### src/shared/rpcs_pkg.sv
// shared constants and types of the repeater port control core
package rpcs_pkg;
  // clock and bit times
  localparam int CLK_NS     = 40;
  localparam int BIT_NS_100 = 10;
  localparam int BIT_NS_10  = 100;
  // bit time is counted in tenths of a bit per clock
  localparam logic [7:0] TENTH_100 = 8'(CLK_NS * 10 / BIT_NS_100);
  localparam logic [7:0] TENTH_10  = 8'(CLK_NS * 10 / BIT_NS_10);
  // jabber and partition limits
  localparam int unsigned JAB_BITS        = 32'h0001_0000;
  localparam int          PART_CLEAN_BITS = 512;
  localparam logic [12:0] CLEAN_LIM       = 13'(PART_CLEAN_BITS * 10);
  localparam logic [6:0]  PART_LIM        = 7'h40;
  // indicator timing
  localparam int INDICATOR_SHIFT_CLOCK_NS = 400;
  localparam logic [3:0] SCK_CYC  = 4'(INDICATOR_SHIFT_CLOCK_NS / CLK_NS);
  localparam logic [3:0] SCK_HALF = 4'(INDICATOR_SHIFT_CLOCK_NS / CLK_NS / 2);
  localparam logic [4:0] LED_LAST = 5'h1f;
  localparam int BURST_US = 52400;
  localparam int UTIL_US  = 104800;
  localparam int BLINK_US = 838400;
  localparam int DARK_US  = 419200;
  localparam int unsigned BURST_CYC = BURST_US / CLK_NS * 1000;
  localparam logic [4:0] UTIL_BURSTS  = 5'(UTIL_US / BURST_US);
  localparam logic [4:0] BLINK_BURSTS = 5'(BLINK_US / BURST_US);
  localparam logic [4:0] DARK_BURSTS  = 5'(DARK_US / BURST_US);
  // utilisation thresholds in percent, index 0 lights first
  localparam logic [5:0][6:0] UTIL_PCT = {7'h3c, 7'h1e, 7'h0f, 7'h0a, 7'h05, 7'h01};
  // register map
  localparam logic [7:0] REG_CTRL = 8'h00;
  localparam logic [7:0] REG_STAT = 8'h04;
  localparam logic [7:0] REG_UTIL = 8'h08;
  localparam logic [5:0] CTRL_RST = 6'h00;
  localparam int CTRL_MF0 = 4;
  localparam int CTRL_MF1 = 5;
  localparam logic [1:0] RESP_OKAY   = 2'h0;
  localparam logic [1:0] RESP_DECERR = 2'h3;
  typedef enum logic [1:0] {RPT_IDLE, RPT_FWD, RPT_COLL, RPT_ONE_LEFT} rpcs_rpt_t;
  typedef enum logic [1:0] {PH_BLINK, PH_DARK, PH_NORMAL} rpcs_phase_t;
endpackage

### src/rtl/rpcs_arbiter.sv
// repeater state machine of one speed segment
`timescale 1ns/10ps
module rpcs_arbiter (
  input  wire logic       aclk,
  input  wire logic       aresetn,
  input  wire logic [7:0] active,
  input  wire logic [7:0] member,
  output logic      [7:0] rx_gate,
  output logic      [7:0] tx_gate,
  output logic      [7:0] jam,
  output logic            coll
);
  rpcs_pkg::rpcs_rpt_t st_r;
  rpcs_pkg::rpcs_rpt_t st_nxt;
  logic [3:0]          n;

  always_comb begin
    n = 4'h0;
    for (int k = 0; k < 8; k++) begin
      n = n + {3'h0, active[k]};
    end
    st_nxt  = st_r;
    rx_gate = 8'h00;
    tx_gate = 8'h00;
    jam     = 8'h00;
    unique case (st_r)
      rpcs_pkg::RPT_IDLE, rpcs_pkg::RPT_FWD: begin
        st_nxt = (n == 4'h0) ? rpcs_pkg::RPT_IDLE :
                 (n == 4'h1) ? rpcs_pkg::RPT_FWD : rpcs_pkg::RPT_COLL;
      end
      rpcs_pkg::RPT_COLL, rpcs_pkg::RPT_ONE_LEFT: begin
        st_nxt = (n == 4'h0) ? rpcs_pkg::RPT_IDLE :
                 (n == 4'h1) ? rpcs_pkg::RPT_ONE_LEFT : rpcs_pkg::RPT_COLL;
      end
    endcase
    // gates follow the next state so the top register adds only one cycle
    unique case (st_nxt)
      rpcs_pkg::RPT_IDLE: rx_gate = 8'h00;
      rpcs_pkg::RPT_FWD: begin
        rx_gate = active;
        tx_gate = member & ~active;
      end
      rpcs_pkg::RPT_COLL: begin
        tx_gate = member;
        jam     = member;
      end
      rpcs_pkg::RPT_ONE_LEFT: begin
        tx_gate = member & ~active;
        jam     = member & ~active;
      end
    endcase
    coll = (st_nxt == rpcs_pkg::RPT_COLL) || (st_nxt == rpcs_pkg::RPT_ONE_LEFT);
  end

  always_ff @(posedge aclk) begin
    if (!aresetn) begin
      st_r <= rpcs_pkg::RPT_IDLE;
    end else begin
      st_r <= st_nxt;
    end
  end
endmodule // rpcs_arbiter

### src/rtl/rpcs_top.sv
// repeater port control core: gating, jabber, partition, indicators, axi4-lite
`timescale 1ns/10ps
module rpcs_top #(
  parameter int unsigned BURST_CYC = rpcs_pkg::BURST_CYC,
  parameter int unsigned JAB_BITS  = rpcs_pkg::JAB_BITS
) (
  input  wire logic        aclk,
  input  wire logic        aresetn,
  input  wire logic [7:0]  s_axi_awaddr,
  input  wire logic        s_axi_awvalid,
  output logic             s_axi_awready,
  input  wire logic [31:0] s_axi_wdata,
  input  wire logic [3:0]  s_axi_wstrb,
  input  wire logic        s_axi_wvalid,
  output logic             s_axi_wready,
  output logic [1:0]       s_axi_bresp,
  output logic             s_axi_bvalid,
  input  wire logic        s_axi_bready,
  input  wire logic [7:0]  s_axi_araddr,
  input  wire logic        s_axi_arvalid,
  output logic             s_axi_arready,
  output logic [31:0]      s_axi_rdata,
  output logic [1:0]       s_axi_rresp,
  output logic             s_axi_rvalid,
  input  wire logic        s_axi_rready,
  input  wire logic [7:0]  port_carrier,
  input  wire logic [7:0]  port_speed_100,
  output logic [7:0]       port_rx_gate,
  output logic [7:0]       port_tx_gate,
  output logic [7:0]       port_jam_bit,
  output logic             indicator_shift_clock,
  output logic             indicator_data_0,
  output logic             indicator_data_1
);
  localparam logic [23:0] JAB_LIM  = 24'(JAB_BITS * 10);
  localparam logic [23:0] BURST_LS = 24'(BURST_CYC - 1);
  localparam logic [39:0] UTIL_PER = 40'(rpcs_pkg::UTIL_BURSTS) * 40'(BURST_CYC);

  function automatic logic [1:0] reg_sel(input logic [7:0] a);
    unique case (a)
      rpcs_pkg::REG_CTRL: reg_sel = 2'h0;
      rpcs_pkg::REG_STAT: reg_sel = 2'h1;
      rpcs_pkg::REG_UTIL: reg_sel = 2'h2;
      default:            reg_sel = 2'h3;
    endcase
  endfunction

  function automatic logic [5:0] util_code(input logic [31:0] busy);
    for (int k = 0; k < 6; k++) begin
      util_code[k] = !(40'(busy) * 40'h64 >= 40'(rpcs_pkg::UTIL_PCT[k]) * UTIL_PER);
    end
  endfunction

  // pin synchronisers; the second stage is read, and carq_r, a third carrier stage, marks the end of a carrier
  logic [7:0] car_m_r, car_r, carq_r, spd_m_r, spd_r;
  always_ff @(posedge aclk) begin
    if (!aresetn) begin
      car_m_r <= 8'h00;
      car_r   <= 8'h00;
      carq_r  <= 8'h00;
      spd_m_r <= 8'h00;
      spd_r   <= 8'h00;
    end else begin
      car_m_r <= port_carrier;
      car_r   <= car_m_r;
      carq_r  <= car_r;
      spd_m_r <= port_speed_100;
      spd_r   <= spd_m_r;
    end
  end

  // segment arbitration
  logic [7:0] jab_v, part_v, act_v, act, mem10, mem100;
  logic [7:0] rx10, tx10, jm10, rx100, tx100, jm100;
  logic       coll10, coll100, tick;
  assign act    = car_r & ~jab_v & ~part_v;
  assign mem10  = ~spd_r & ~jab_v;
  assign mem100 = spd_r & ~jab_v;

  rpcs_arbiter u_arb10 (
    .aclk    (aclk),
    .aresetn (aresetn),
    .active  (act & ~spd_r),
    .member  (mem10),
    .rx_gate (rx10),
    .tx_gate (tx10),
    .jam     (jm10),
    .coll    (coll10)
  );
  rpcs_arbiter u_arb100 (
    .aclk    (aclk),
    .aresetn (aresetn),
    .active  (act & spd_r),
    .member  (mem100),
    .rx_gate (rx100),
    .tx_gate (tx100),
    .jam     (jm100),
    .coll    (coll100)
  );

  logic [7:0] rx_nxt, tx_nxt, jam_nxt;
  always_comb begin
    rx_nxt  = rx10 | rx100;
    tx_nxt  = tx10 | tx100;
    jam_nxt = (jm10 | jm100) & ~port_jam_bit;
  end
  always_ff @(posedge aclk) begin
    if (!aresetn) begin
      port_rx_gate <= 8'h00;
      port_tx_gate <= 8'h00;
      port_jam_bit <= 8'h00;
    end else begin
      port_rx_gate <= rx_nxt;
      port_tx_gate <= tx_nxt;
      port_jam_bit <= jam_nxt;
    end
  end

  // per-port jabber, partition and activity
  for (genvar i = 0; i < 8; i++) begin : g_port
    logic [23:0] jc_r, jc_nxt;
    logic [12:0] cl_r, cl_nxt;
    logic [6:0]  cc_r, cc_nxt;
    logic        jb_r, jb_nxt, pt_r, pt_nxt, hit_r, hit_nxt, ac_r, ac_nxt;
    logic [7:0]  inc;
    always_comb begin
      inc     = spd_r[i] ? rpcs_pkg::TENTH_100 : rpcs_pkg::TENTH_10;
      jc_nxt  = 24'h000000;
      jb_nxt  = 1'b0;
      cl_nxt  = cl_r;
      cc_nxt  = cc_r;
      pt_nxt  = pt_r;
      hit_nxt = hit_r;
      if (car_r[i]) begin
        jb_nxt  = jb_r | (jc_r >= JAB_LIM);
        jc_nxt  = jb_nxt ? jc_r : jc_r + 24'(inc);
        hit_nxt = hit_r | (spd_r[i] ? coll100 : coll10);
        if (cl_r < rpcs_pkg::CLEAN_LIM) begin
          cl_nxt = cl_r + 13'(inc);
        end
      end else if (carq_r[i]) begin
        hit_nxt = 1'b0;
        cl_nxt  = 13'h0000;
        if (hit_r) begin
          cc_nxt = (cc_r == rpcs_pkg::PART_LIM) ? cc_r : cc_r + 7'h01;
          pt_nxt = pt_r | (cc_nxt == rpcs_pkg::PART_LIM);
        end else if (cl_r >= rpcs_pkg::CLEAN_LIM) begin
          cc_nxt = 7'h00;
          pt_nxt = 1'b0;
        end
      end
      // a carrier in the burst cycle still counts: set wins over clear
      ac_nxt = car_r[i] | (ac_r & ~tick);
    end
    always_ff @(posedge aclk) begin
      if (!aresetn) begin
        jc_r  <= 24'h000000;
        cl_r  <= 13'h0000;
        cc_r  <= 7'h00;
        jb_r  <= 1'b0;
        pt_r  <= 1'b0;
        hit_r <= 1'b0;
        ac_r  <= 1'b0;
      end else begin
        jc_r  <= jc_nxt;
        cl_r  <= cl_nxt;
        cc_r  <= cc_nxt;
        jb_r  <= jb_nxt;
        pt_r  <= pt_nxt;
        hit_r <= hit_nxt;
        ac_r  <= ac_nxt;
      end
    end
    assign jab_v[i]  = jb_r;
    assign part_v[i] = pt_r;
    assign act_v[i]  = ac_r;
  end

  // indicator timing, power-on sequence and utilisation
  rpcs_pkg::rpcs_phase_t ph_r, ph_nxt;
  logic [23:0] bc_r, bc_nxt;
  logic [4:0]  pc_r, pc_nxt, ub_r, ub_nxt, bi_r, bi_nxt;
  logic [3:0]  sc_r, sc_nxt;
  logic [31:0] b10_r, b10_nxt, b100_r, b100_nxt, sd0_r, sd0_nxt, sd1_r, sd1_nxt;
  logic [5:0]  u10_r, u10_nxt, u100_r, u100_nxt;
  logic        blink_r, blink_nxt, sh_r, sh_nxt, ck_nxt, o0_nxt, o1_nxt;
  logic        cs10_r, cs10_nxt, cs100_r, cs100_nxt;
  logic [5:0]  ctrl_r;
  assign tick = (bc_r == BURST_LS);

  always_comb begin
    bc_nxt    = tick ? 24'h000000 : bc_r + 24'h000001;
    ph_nxt    = ph_r;
    pc_nxt    = pc_r;
    ub_nxt    = ub_r;
    u10_nxt   = u10_r;
    u100_nxt  = u100_r;
    b10_nxt   = b10_r + {31'h0, |(car_r & mem10)};
    b100_nxt  = b100_r + {31'h0, |(car_r & mem100)};
    blink_nxt = blink_r ^ tick;
    cs10_nxt  = coll10 | (cs10_r & ~tick);
    cs100_nxt = coll100 | (cs100_r & ~tick);
    sh_nxt    = sh_r;
    bi_nxt    = bi_r;
    sc_nxt    = sc_r;
    sd0_nxt   = sd0_r;
    sd1_nxt   = sd1_r;
    ck_nxt    = indicator_shift_clock;
    o0_nxt    = indicator_data_0;
    o1_nxt    = indicator_data_1;
    if (tick) begin
      pc_nxt = pc_r + 5'h01;
      ub_nxt = (ub_r == rpcs_pkg::UTIL_BURSTS - 5'h01) ? 5'h00 : ub_r + 5'h01;
      if (ub_r == rpcs_pkg::UTIL_BURSTS - 5'h01) begin
        u10_nxt  = util_code(b10_r);
        u100_nxt = util_code(b100_r);
        b10_nxt  = 32'h0;
        b100_nxt = 32'h0;
      end
      unique case (ph_r)
        rpcs_pkg::PH_BLINK: begin
          if (pc_r == rpcs_pkg::BLINK_BURSTS - 5'h01) begin
            ph_nxt = rpcs_pkg::PH_DARK;
            pc_nxt = 5'h00;
          end
        end
        rpcs_pkg::PH_DARK: begin
          if (pc_r == rpcs_pkg::DARK_BURSTS - 5'h01) begin
            ph_nxt = rpcs_pkg::PH_NORMAL;
            pc_nxt = 5'h00;
          end
        end
        rpcs_pkg::PH_NORMAL: pc_nxt = 5'h00;
      endcase
      // frames are built low-active, slot 0 in the top bit
      unique case (ph_nxt)
        rpcs_pkg::PH_BLINK: begin
          sd0_nxt = {32{~blink_nxt}};
          sd1_nxt = {32{~blink_nxt}};
        end
        rpcs_pkg::PH_DARK: begin
          sd0_nxt = 32'hffff_ffff;
          sd1_nxt = 32'hffff_ffff;
        end
        rpcs_pkg::PH_NORMAL: begin
          sd0_nxt = {~ctrl_r[3:2], u10_r, ~ctrl_r[1:0], u100_r, ~act_v, 8'hff};
          sd1_nxt = {~jab_v, 8'hff, ~part_v, 8'hff};
        end
      endcase
      sh_nxt = 1'b1;
      bi_nxt = 5'h00;
      sc_nxt = 4'h0;
      ck_nxt = 1'b0;
      o0_nxt = sd0_nxt[31];
      o1_nxt = sd1_nxt[31];
    end else if (sh_r) begin
      sc_nxt = sc_r + 4'h1;
      if (sc_r == rpcs_pkg::SCK_HALF - 4'h1) begin
        ck_nxt = 1'b1;
      end
      if (sc_r == rpcs_pkg::SCK_CYC - 4'h1) begin
        sc_nxt  = 4'h0;
        ck_nxt  = 1'b0;
        bi_nxt  = bi_r + 5'h01;
        sd0_nxt = {sd0_r[30:0], 1'b1};
        sd1_nxt = {sd1_r[30:0], 1'b1};
        o0_nxt  = sd0_nxt[31];
        o1_nxt  = sd1_nxt[31];
        if (bi_r == rpcs_pkg::LED_LAST) begin
          sh_nxt = 1'b0;
        end
      end
    end
    if (!sh_nxt) begin
      unique case (ph_nxt)
        rpcs_pkg::PH_BLINK: begin
          o0_nxt = ~blink_nxt;
          o1_nxt = ~blink_nxt;
        end
        rpcs_pkg::PH_DARK: begin
          o0_nxt = 1'b1;
          o1_nxt = 1'b1;
        end
        rpcs_pkg::PH_NORMAL: begin
          // collision blinks so a busy segment is told apart from a memory fault
          o0_nxt = ~(ctrl_r[rpcs_pkg::CTRL_MF0] | (cs100_r & blink_nxt));
          o1_nxt = ~(ctrl_r[rpcs_pkg::CTRL_MF1] | (cs10_r & blink_nxt));
        end
      endcase
    end
  end

  always_ff @(posedge aclk) begin
    if (!aresetn) begin
      ph_r  <= rpcs_pkg::PH_BLINK;
      bc_r  <= 24'h000000;
      pc_r  <= 5'h00;
      ub_r  <= 5'h00;
      bi_r  <= 5'h00;
      sc_r  <= 4'h0;
      b10_r <= 32'h0;
      b100_r <= 32'h0;
      sd0_r <= 32'hffff_ffff;
      sd1_r <= 32'hffff_ffff;
      u10_r <= 6'h3f;
      u100_r <= 6'h3f;
      blink_r <= 1'b0;
      sh_r  <= 1'b0;
      cs10_r <= 1'b0;
      cs100_r <= 1'b0;
      indicator_shift_clock <= 1'b0;
      indicator_data_0 <= 1'b1;
      indicator_data_1 <= 1'b1;
    end else begin
      ph_r  <= ph_nxt;
      bc_r  <= bc_nxt;
      pc_r  <= pc_nxt;
      ub_r  <= ub_nxt;
      bi_r  <= bi_nxt;
      sc_r  <= sc_nxt;
      b10_r <= b10_nxt;
      b100_r <= b100_nxt;
      sd0_r <= sd0_nxt;
      sd1_r <= sd1_nxt;
      u10_r <= u10_nxt;
      u100_r <= u100_nxt;
      blink_r <= blink_nxt;
      sh_r  <= sh_nxt;
      cs10_r <= cs10_nxt;
      cs100_r <= cs100_nxt;
      indicator_shift_clock <= ck_nxt;
      indicator_data_0 <= o0_nxt;
      indicator_data_1 <= o1_nxt;
    end
  end

  // axi4-lite slave: one write and one read in flight
  logic [5:0]  ctrl_nxt;
  logic [31:0] rd_nxt;
  logic [1:0]  bresp_nxt, rresp_nxt, wsel, rsel;
  logic        awr_nxt, bv_nxt, arr_nxt, rv_nxt;
  always_comb begin
    wsel      = reg_sel(s_axi_awaddr);
    rsel      = reg_sel(s_axi_araddr);
    awr_nxt   = s_axi_awvalid & s_axi_wvalid & ~s_axi_awready & ~s_axi_bvalid;
    bv_nxt    = s_axi_bvalid ? ~s_axi_bready : s_axi_awready;
    arr_nxt   = s_axi_arvalid & ~s_axi_arready & ~s_axi_rvalid;
    rv_nxt    = s_axi_rvalid ? ~s_axi_rready : s_axi_arready;
    ctrl_nxt  = ctrl_r;
    bresp_nxt = s_axi_bresp;
    rresp_nxt = s_axi_rresp;
    rd_nxt    = s_axi_rdata;
    if (s_axi_awready) begin
      bresp_nxt = (wsel == 2'h3) ? rpcs_pkg::RESP_DECERR : rpcs_pkg::RESP_OKAY;
      if (wsel == 2'h0 && s_axi_wstrb[0]) begin
        ctrl_nxt = s_axi_wdata[5:0];
      end
    end
    if (s_axi_arready) begin
      rresp_nxt = (rsel == 2'h3) ? rpcs_pkg::RESP_DECERR : rpcs_pkg::RESP_OKAY;
      unique case (rsel)
        2'h0: rd_nxt = {26'h0, ctrl_r};
        2'h1: rd_nxt = {8'h00, act_v, part_v, jab_v};
        2'h2: rd_nxt = {18'h0, u100_r, 2'h0, u10_r};
        2'h3: rd_nxt = 32'h0;
      endcase
    end
  end
  always_ff @(posedge aclk) begin
    if (!aresetn) begin
      ctrl_r        <= rpcs_pkg::CTRL_RST;
      s_axi_awready <= 1'b0;
      s_axi_wready  <= 1'b0;
      s_axi_bvalid  <= 1'b0;
      s_axi_bresp   <= rpcs_pkg::RESP_OKAY;
      s_axi_arready <= 1'b0;
      s_axi_rvalid  <= 1'b0;
      s_axi_rresp   <= rpcs_pkg::RESP_OKAY;
      s_axi_rdata   <= 32'h0;
    end else begin
      ctrl_r        <= ctrl_nxt;
      s_axi_awready <= awr_nxt;
      s_axi_wready  <= awr_nxt;
      s_axi_bvalid  <= bv_nxt;
      s_axi_bresp   <= bresp_nxt;
      s_axi_arready <= arr_nxt;
      s_axi_rvalid  <= rv_nxt;
      s_axi_rresp   <= rresp_nxt;
      s_axi_rdata   <= rd_nxt;
    end
  end
endmodule // rpcs_top

### config.mk
export PLATFORM = sky130hd
export DESIGN_NAME = rpcs_top
export DESIGN_NICKNAME = d
export VERILOG_FILES = /design/src/shared/rpcs_pkg.sv /design/src/rtl/rpcs_arbiter.sv /design/src/rtl/rpcs_top.sv
export SDC_FILE = /design/constraint.sdc
export NUM_CORES = 2
export LEC_CHECK = 0
export BUFFER_PORTS_ARGS = -buffer_cell sky130_fd_sc_hd__buf_2
export CAP_MARGIN = 20
export CORE_MARGIN = 2
export CORE_UTILIZATION = 68
export CTS_CLUSTER_SIZE = 28
export DETAILED_ROUTE_END_ITERATION = 8
export HOLD_SLACK_MARGIN = 0.05
export PLACE_DENSITY = 0.87
export REMOVE_ABC_BUFFERS = 1
export SLEW_MARGIN = 20
export SYNTH_ARGS = -nofsm -noshare
export SYNTH_HDL_FRONTEND = slang
export SYNTH_SLANG_ARGS = --single-unit
### constraint.sdc
create_clock -name aclk -period 9.85 [get_ports aclk]
set_input_delay 2.955 -clock aclk [delete_from_list [all_inputs] [get_ports aclk]]
set_output_delay 2.955 -clock aclk [all_outputs]
set_load 0.02 [all_outputs]
==> qor.txt <==
Crit. Startpoint -> spd_r[1]
count of pins over their slew limit -> 0
area share of the largest cell type after synthesis -> 0.354
top post-synthesis cells by count -> dfxtp_1 (636), nor2_1 (576), nand2_1 (389), ha_1 (291), a21oi_1 (276)
top_reg_cell synth -> dfxtp_1
WP data required -> 10340 ps
Reg2Reg Capture Point -> g_port[6].hit_r
Final period util -> 0.536
layout cells sized above 1 -> 0.0611
clk slew on worst S/H paths -> 60 ps
detailed-route wire length per cell -> 16.2 um
Routed WL -> 82200 um
final worst path period need -> 5270 ps
WP data arrival -> 5770 ps
Inserted Diodes -> 0
Die H -> 234 um
HPWL Detailed -> 57200 um
Fmax -> 190 MHz
Placer Congestion -> 0.909
detailed-route DRC error count -> 0
IO Port Bufs -> 105
post-synthesis sequential area ratio -> 0.354
GRT Total Usage -> 0.296
Critical Path Max Stage Delay -> 730 ps
average cell area after synthesis -> 8.34 um2
Post-Syn Area -> 35900 um2
Post-CTS Setup Inserts -> 0
Peak supply drop -> 0.000136 V
Worst setup EP type -> flop
Die Width -> 234 um
Worst setup SP type -> flop
die footprint -> 54700 um2
DR pass1 iterations -> 6
CP most frequent cell -> fa_1
DRT iter0 DRCs -> 2409
later-pin clock latency in the skew report -> 620 ps
I/O pins -> 143
Root Driver -> clkbuf_16
Hold-fix buffers, CTS -> 0
Leakage -> 17.2 nW
Buffers & Inverters on Critical Path -> 4
largest delay contributor family on the critical path -> adder cells
cell depth of the worst flop-to-flop path -> 17
first-pass GRT wire length -> 135000 um
total gr overflow -> 0
MaxCap Viol Count -> 0
crit-path max FO -> 14
DR vias -> 30400
reg2reg start -> spd_r[1]
vias in the first global route -> 28600
CP max stage cell -> nor3_1
CTS tree -> built
worst setup path class -> reg -> reg
status -> completed
CTS Buf Count -> 68
Max H-tree Level -> 3
P per Cell Area -> 142 nW/um2
async set or reset register ratio after synthesis -> 0
Nets -> 4785
DR vias/cell -> 5.99
unrepaired setup endpoints after global routing -> false
fin area -> 39100 um2
initial antenna violation count -> 0
CTS resizes -> 0
Synth Instances -> 4309
largest area contributor in the netlist -> dfxtp_1
Final TNS setup -> 0 ps
#FFs+latches synth -> 636
core area -> 52400 um2
top area cells in the synthesized netlist -> dfxtp_1 (35%), ha_1 (10%), nor2_1 (6.0%)
CP Depth -> 17
last element of the critical path -> g_port[6].hit_r
clk sinks -> 636
Synth cell types -> 87
initial core utilization -> 0.685
Relative slew margins -> 0.307
Warnings, synthesis -> 0
Setup Skew -> 24.0 ps
count of final hold-check violations -> 0
Placement Rows -> 84
synth-to-layout area growth -> 8.76%
most frequent cell after synthesis -> dfxtp_1
Max Root-Sink Buffers -> 3
number of synthesized flops with an enable pin -> 0
dpl cell area -> 36800 um2
worst path cell trace -> inv_1, nor3_1, ha_1, fa_1, fa_1, inv_1, fa_1, inv_1, fa_1, nand2_1, a211oi_1, nor2_1, nor3_1, buf_4, a21oi_1, a21oi_1, nor2_1
R2R setup slack -> 4580 ps
Worst Hold Class -> reg -> reg
Post-DRT Antenna Nets -> 0
largest net degree at the start of global routing -> 84
setup violators final -> 0
slew of the pin with the lowest slew margin -> 1030 ps
layout by cell type, fill, tap and decap left out, types with 30 or more instances in the layout:
master,netlist,final
dfxtp_1,636,636
nor2_1,576,575
nand2_1,389,387
ha_1,291,291
a21oi_1,276,276
inv_1,264,263
o21ai_0,228,228
xor2_1,180,180
nand3_1,174,173
xnor2_1,157,157
and3_1,124,124
buf_2,2,104
fa_1,78,78
a31oi_1,73,73
nor3_1,71,71
clkbuf_16,0,69
and2_1,63,63
nand4_1,52,52
o211ai_1,52,52
a21o_1,40,40
a211oi_1,35,35
nor2b_1,30,30
logic make-up (layout without fill, tap and decap cells):
logic type | Yosys count | count (layout) | share of synthesized area
buffers and inverters | 423 | 492 | 0.0455
adders and majority gates | 369 | 369 | 0.145
xor gates and xnor gates | 337 | 337 | 0.0821
AOI/OAI and AO/OA | 879 | 879 | 0.151
other | 1 | 8 | 0.000104
and+or+nand+nor | 1639 | 1639 | 0.215
muxes | 25 | 25 | 0.00710
DFF | 636 | 636 | 0.354
worst min-delay path by stage:
stage	from	end	slack, ps	cells past startpoint
6_report	spd_m_r[7]	spd_r[7]	430	1
5_1_grt	spd_m_r[5]	spd_r[5]	450	1
4_1_cts	spd_m_r[7]	spd_r[7]	440	1
3_5_place_dp	spd_m_r[5]	spd_r[5]	420	1
2_1_floorplan	car_m_r[0]	car_r[0]	410	1
3_3_place_gp	car_m_r[6]	car_r[6]	420	1
registers in the layout, indices dropped and copies added (netlist names), 23 cells and up:
register	flops
sd0_r	31
bc_r	24
g_port.jc_r	176
b100_r	32
g_port.cc_r	56
b10_r	32
g_port.cl_r	88
sd1_r	23
s_axi_rdata	24
through the flow:
step,cells,util,hold slack [ps],setup slack (ps),power (mW)
detailed placement,4959,0.702,422,4180,2.97
floorplan,4157,-,412,3860,2.86
finish,5073,0.745,425,4580,5.55
global placement,4959,0.702,415,4210,2.96
CTS,5073,0.745,439,4670,5.57
global route,5073,0.745,448,4250,5.70
final cells by class:
type / count / area (um2)
Sequential cell: 636 / 12700
Multi-Input combinational cell: 3257 / 21600
Clock buffer: 89 / 1910
Timing Repair Buffer: 114 / 599
Clock inverter: 25 / 365
Inverter: 264 / 993
Tap cell: 688 / 861
Fill cell: 3700 / 13400
power breakdown:
| group | total, mW | switching [mW] | internal [mW] |
|---|---|---|---|
| registers | 2.65 | 0.0365 | 2.61 |
| logic | 0.273 | 0.182 | 0.0914 |
| clock network | 2.63 | 1.05 | 1.58 |
| total | 5.55 | 1.27 | 4.28 |
routing by layer:
layer | vias to the layer above | global-route usage | share of wire
met3 | 193 | 0.0468 | 0.064
met2 | 943 | 0.506 | 0.47
li1 | 14900 | - | -
met4 | 0 | 0.104 | 0.031
met1 | 14300 | 0.379 | 0.43
met5 | - | 0 | 0
No activity file was read; power rests on OpenSTA's default activity.
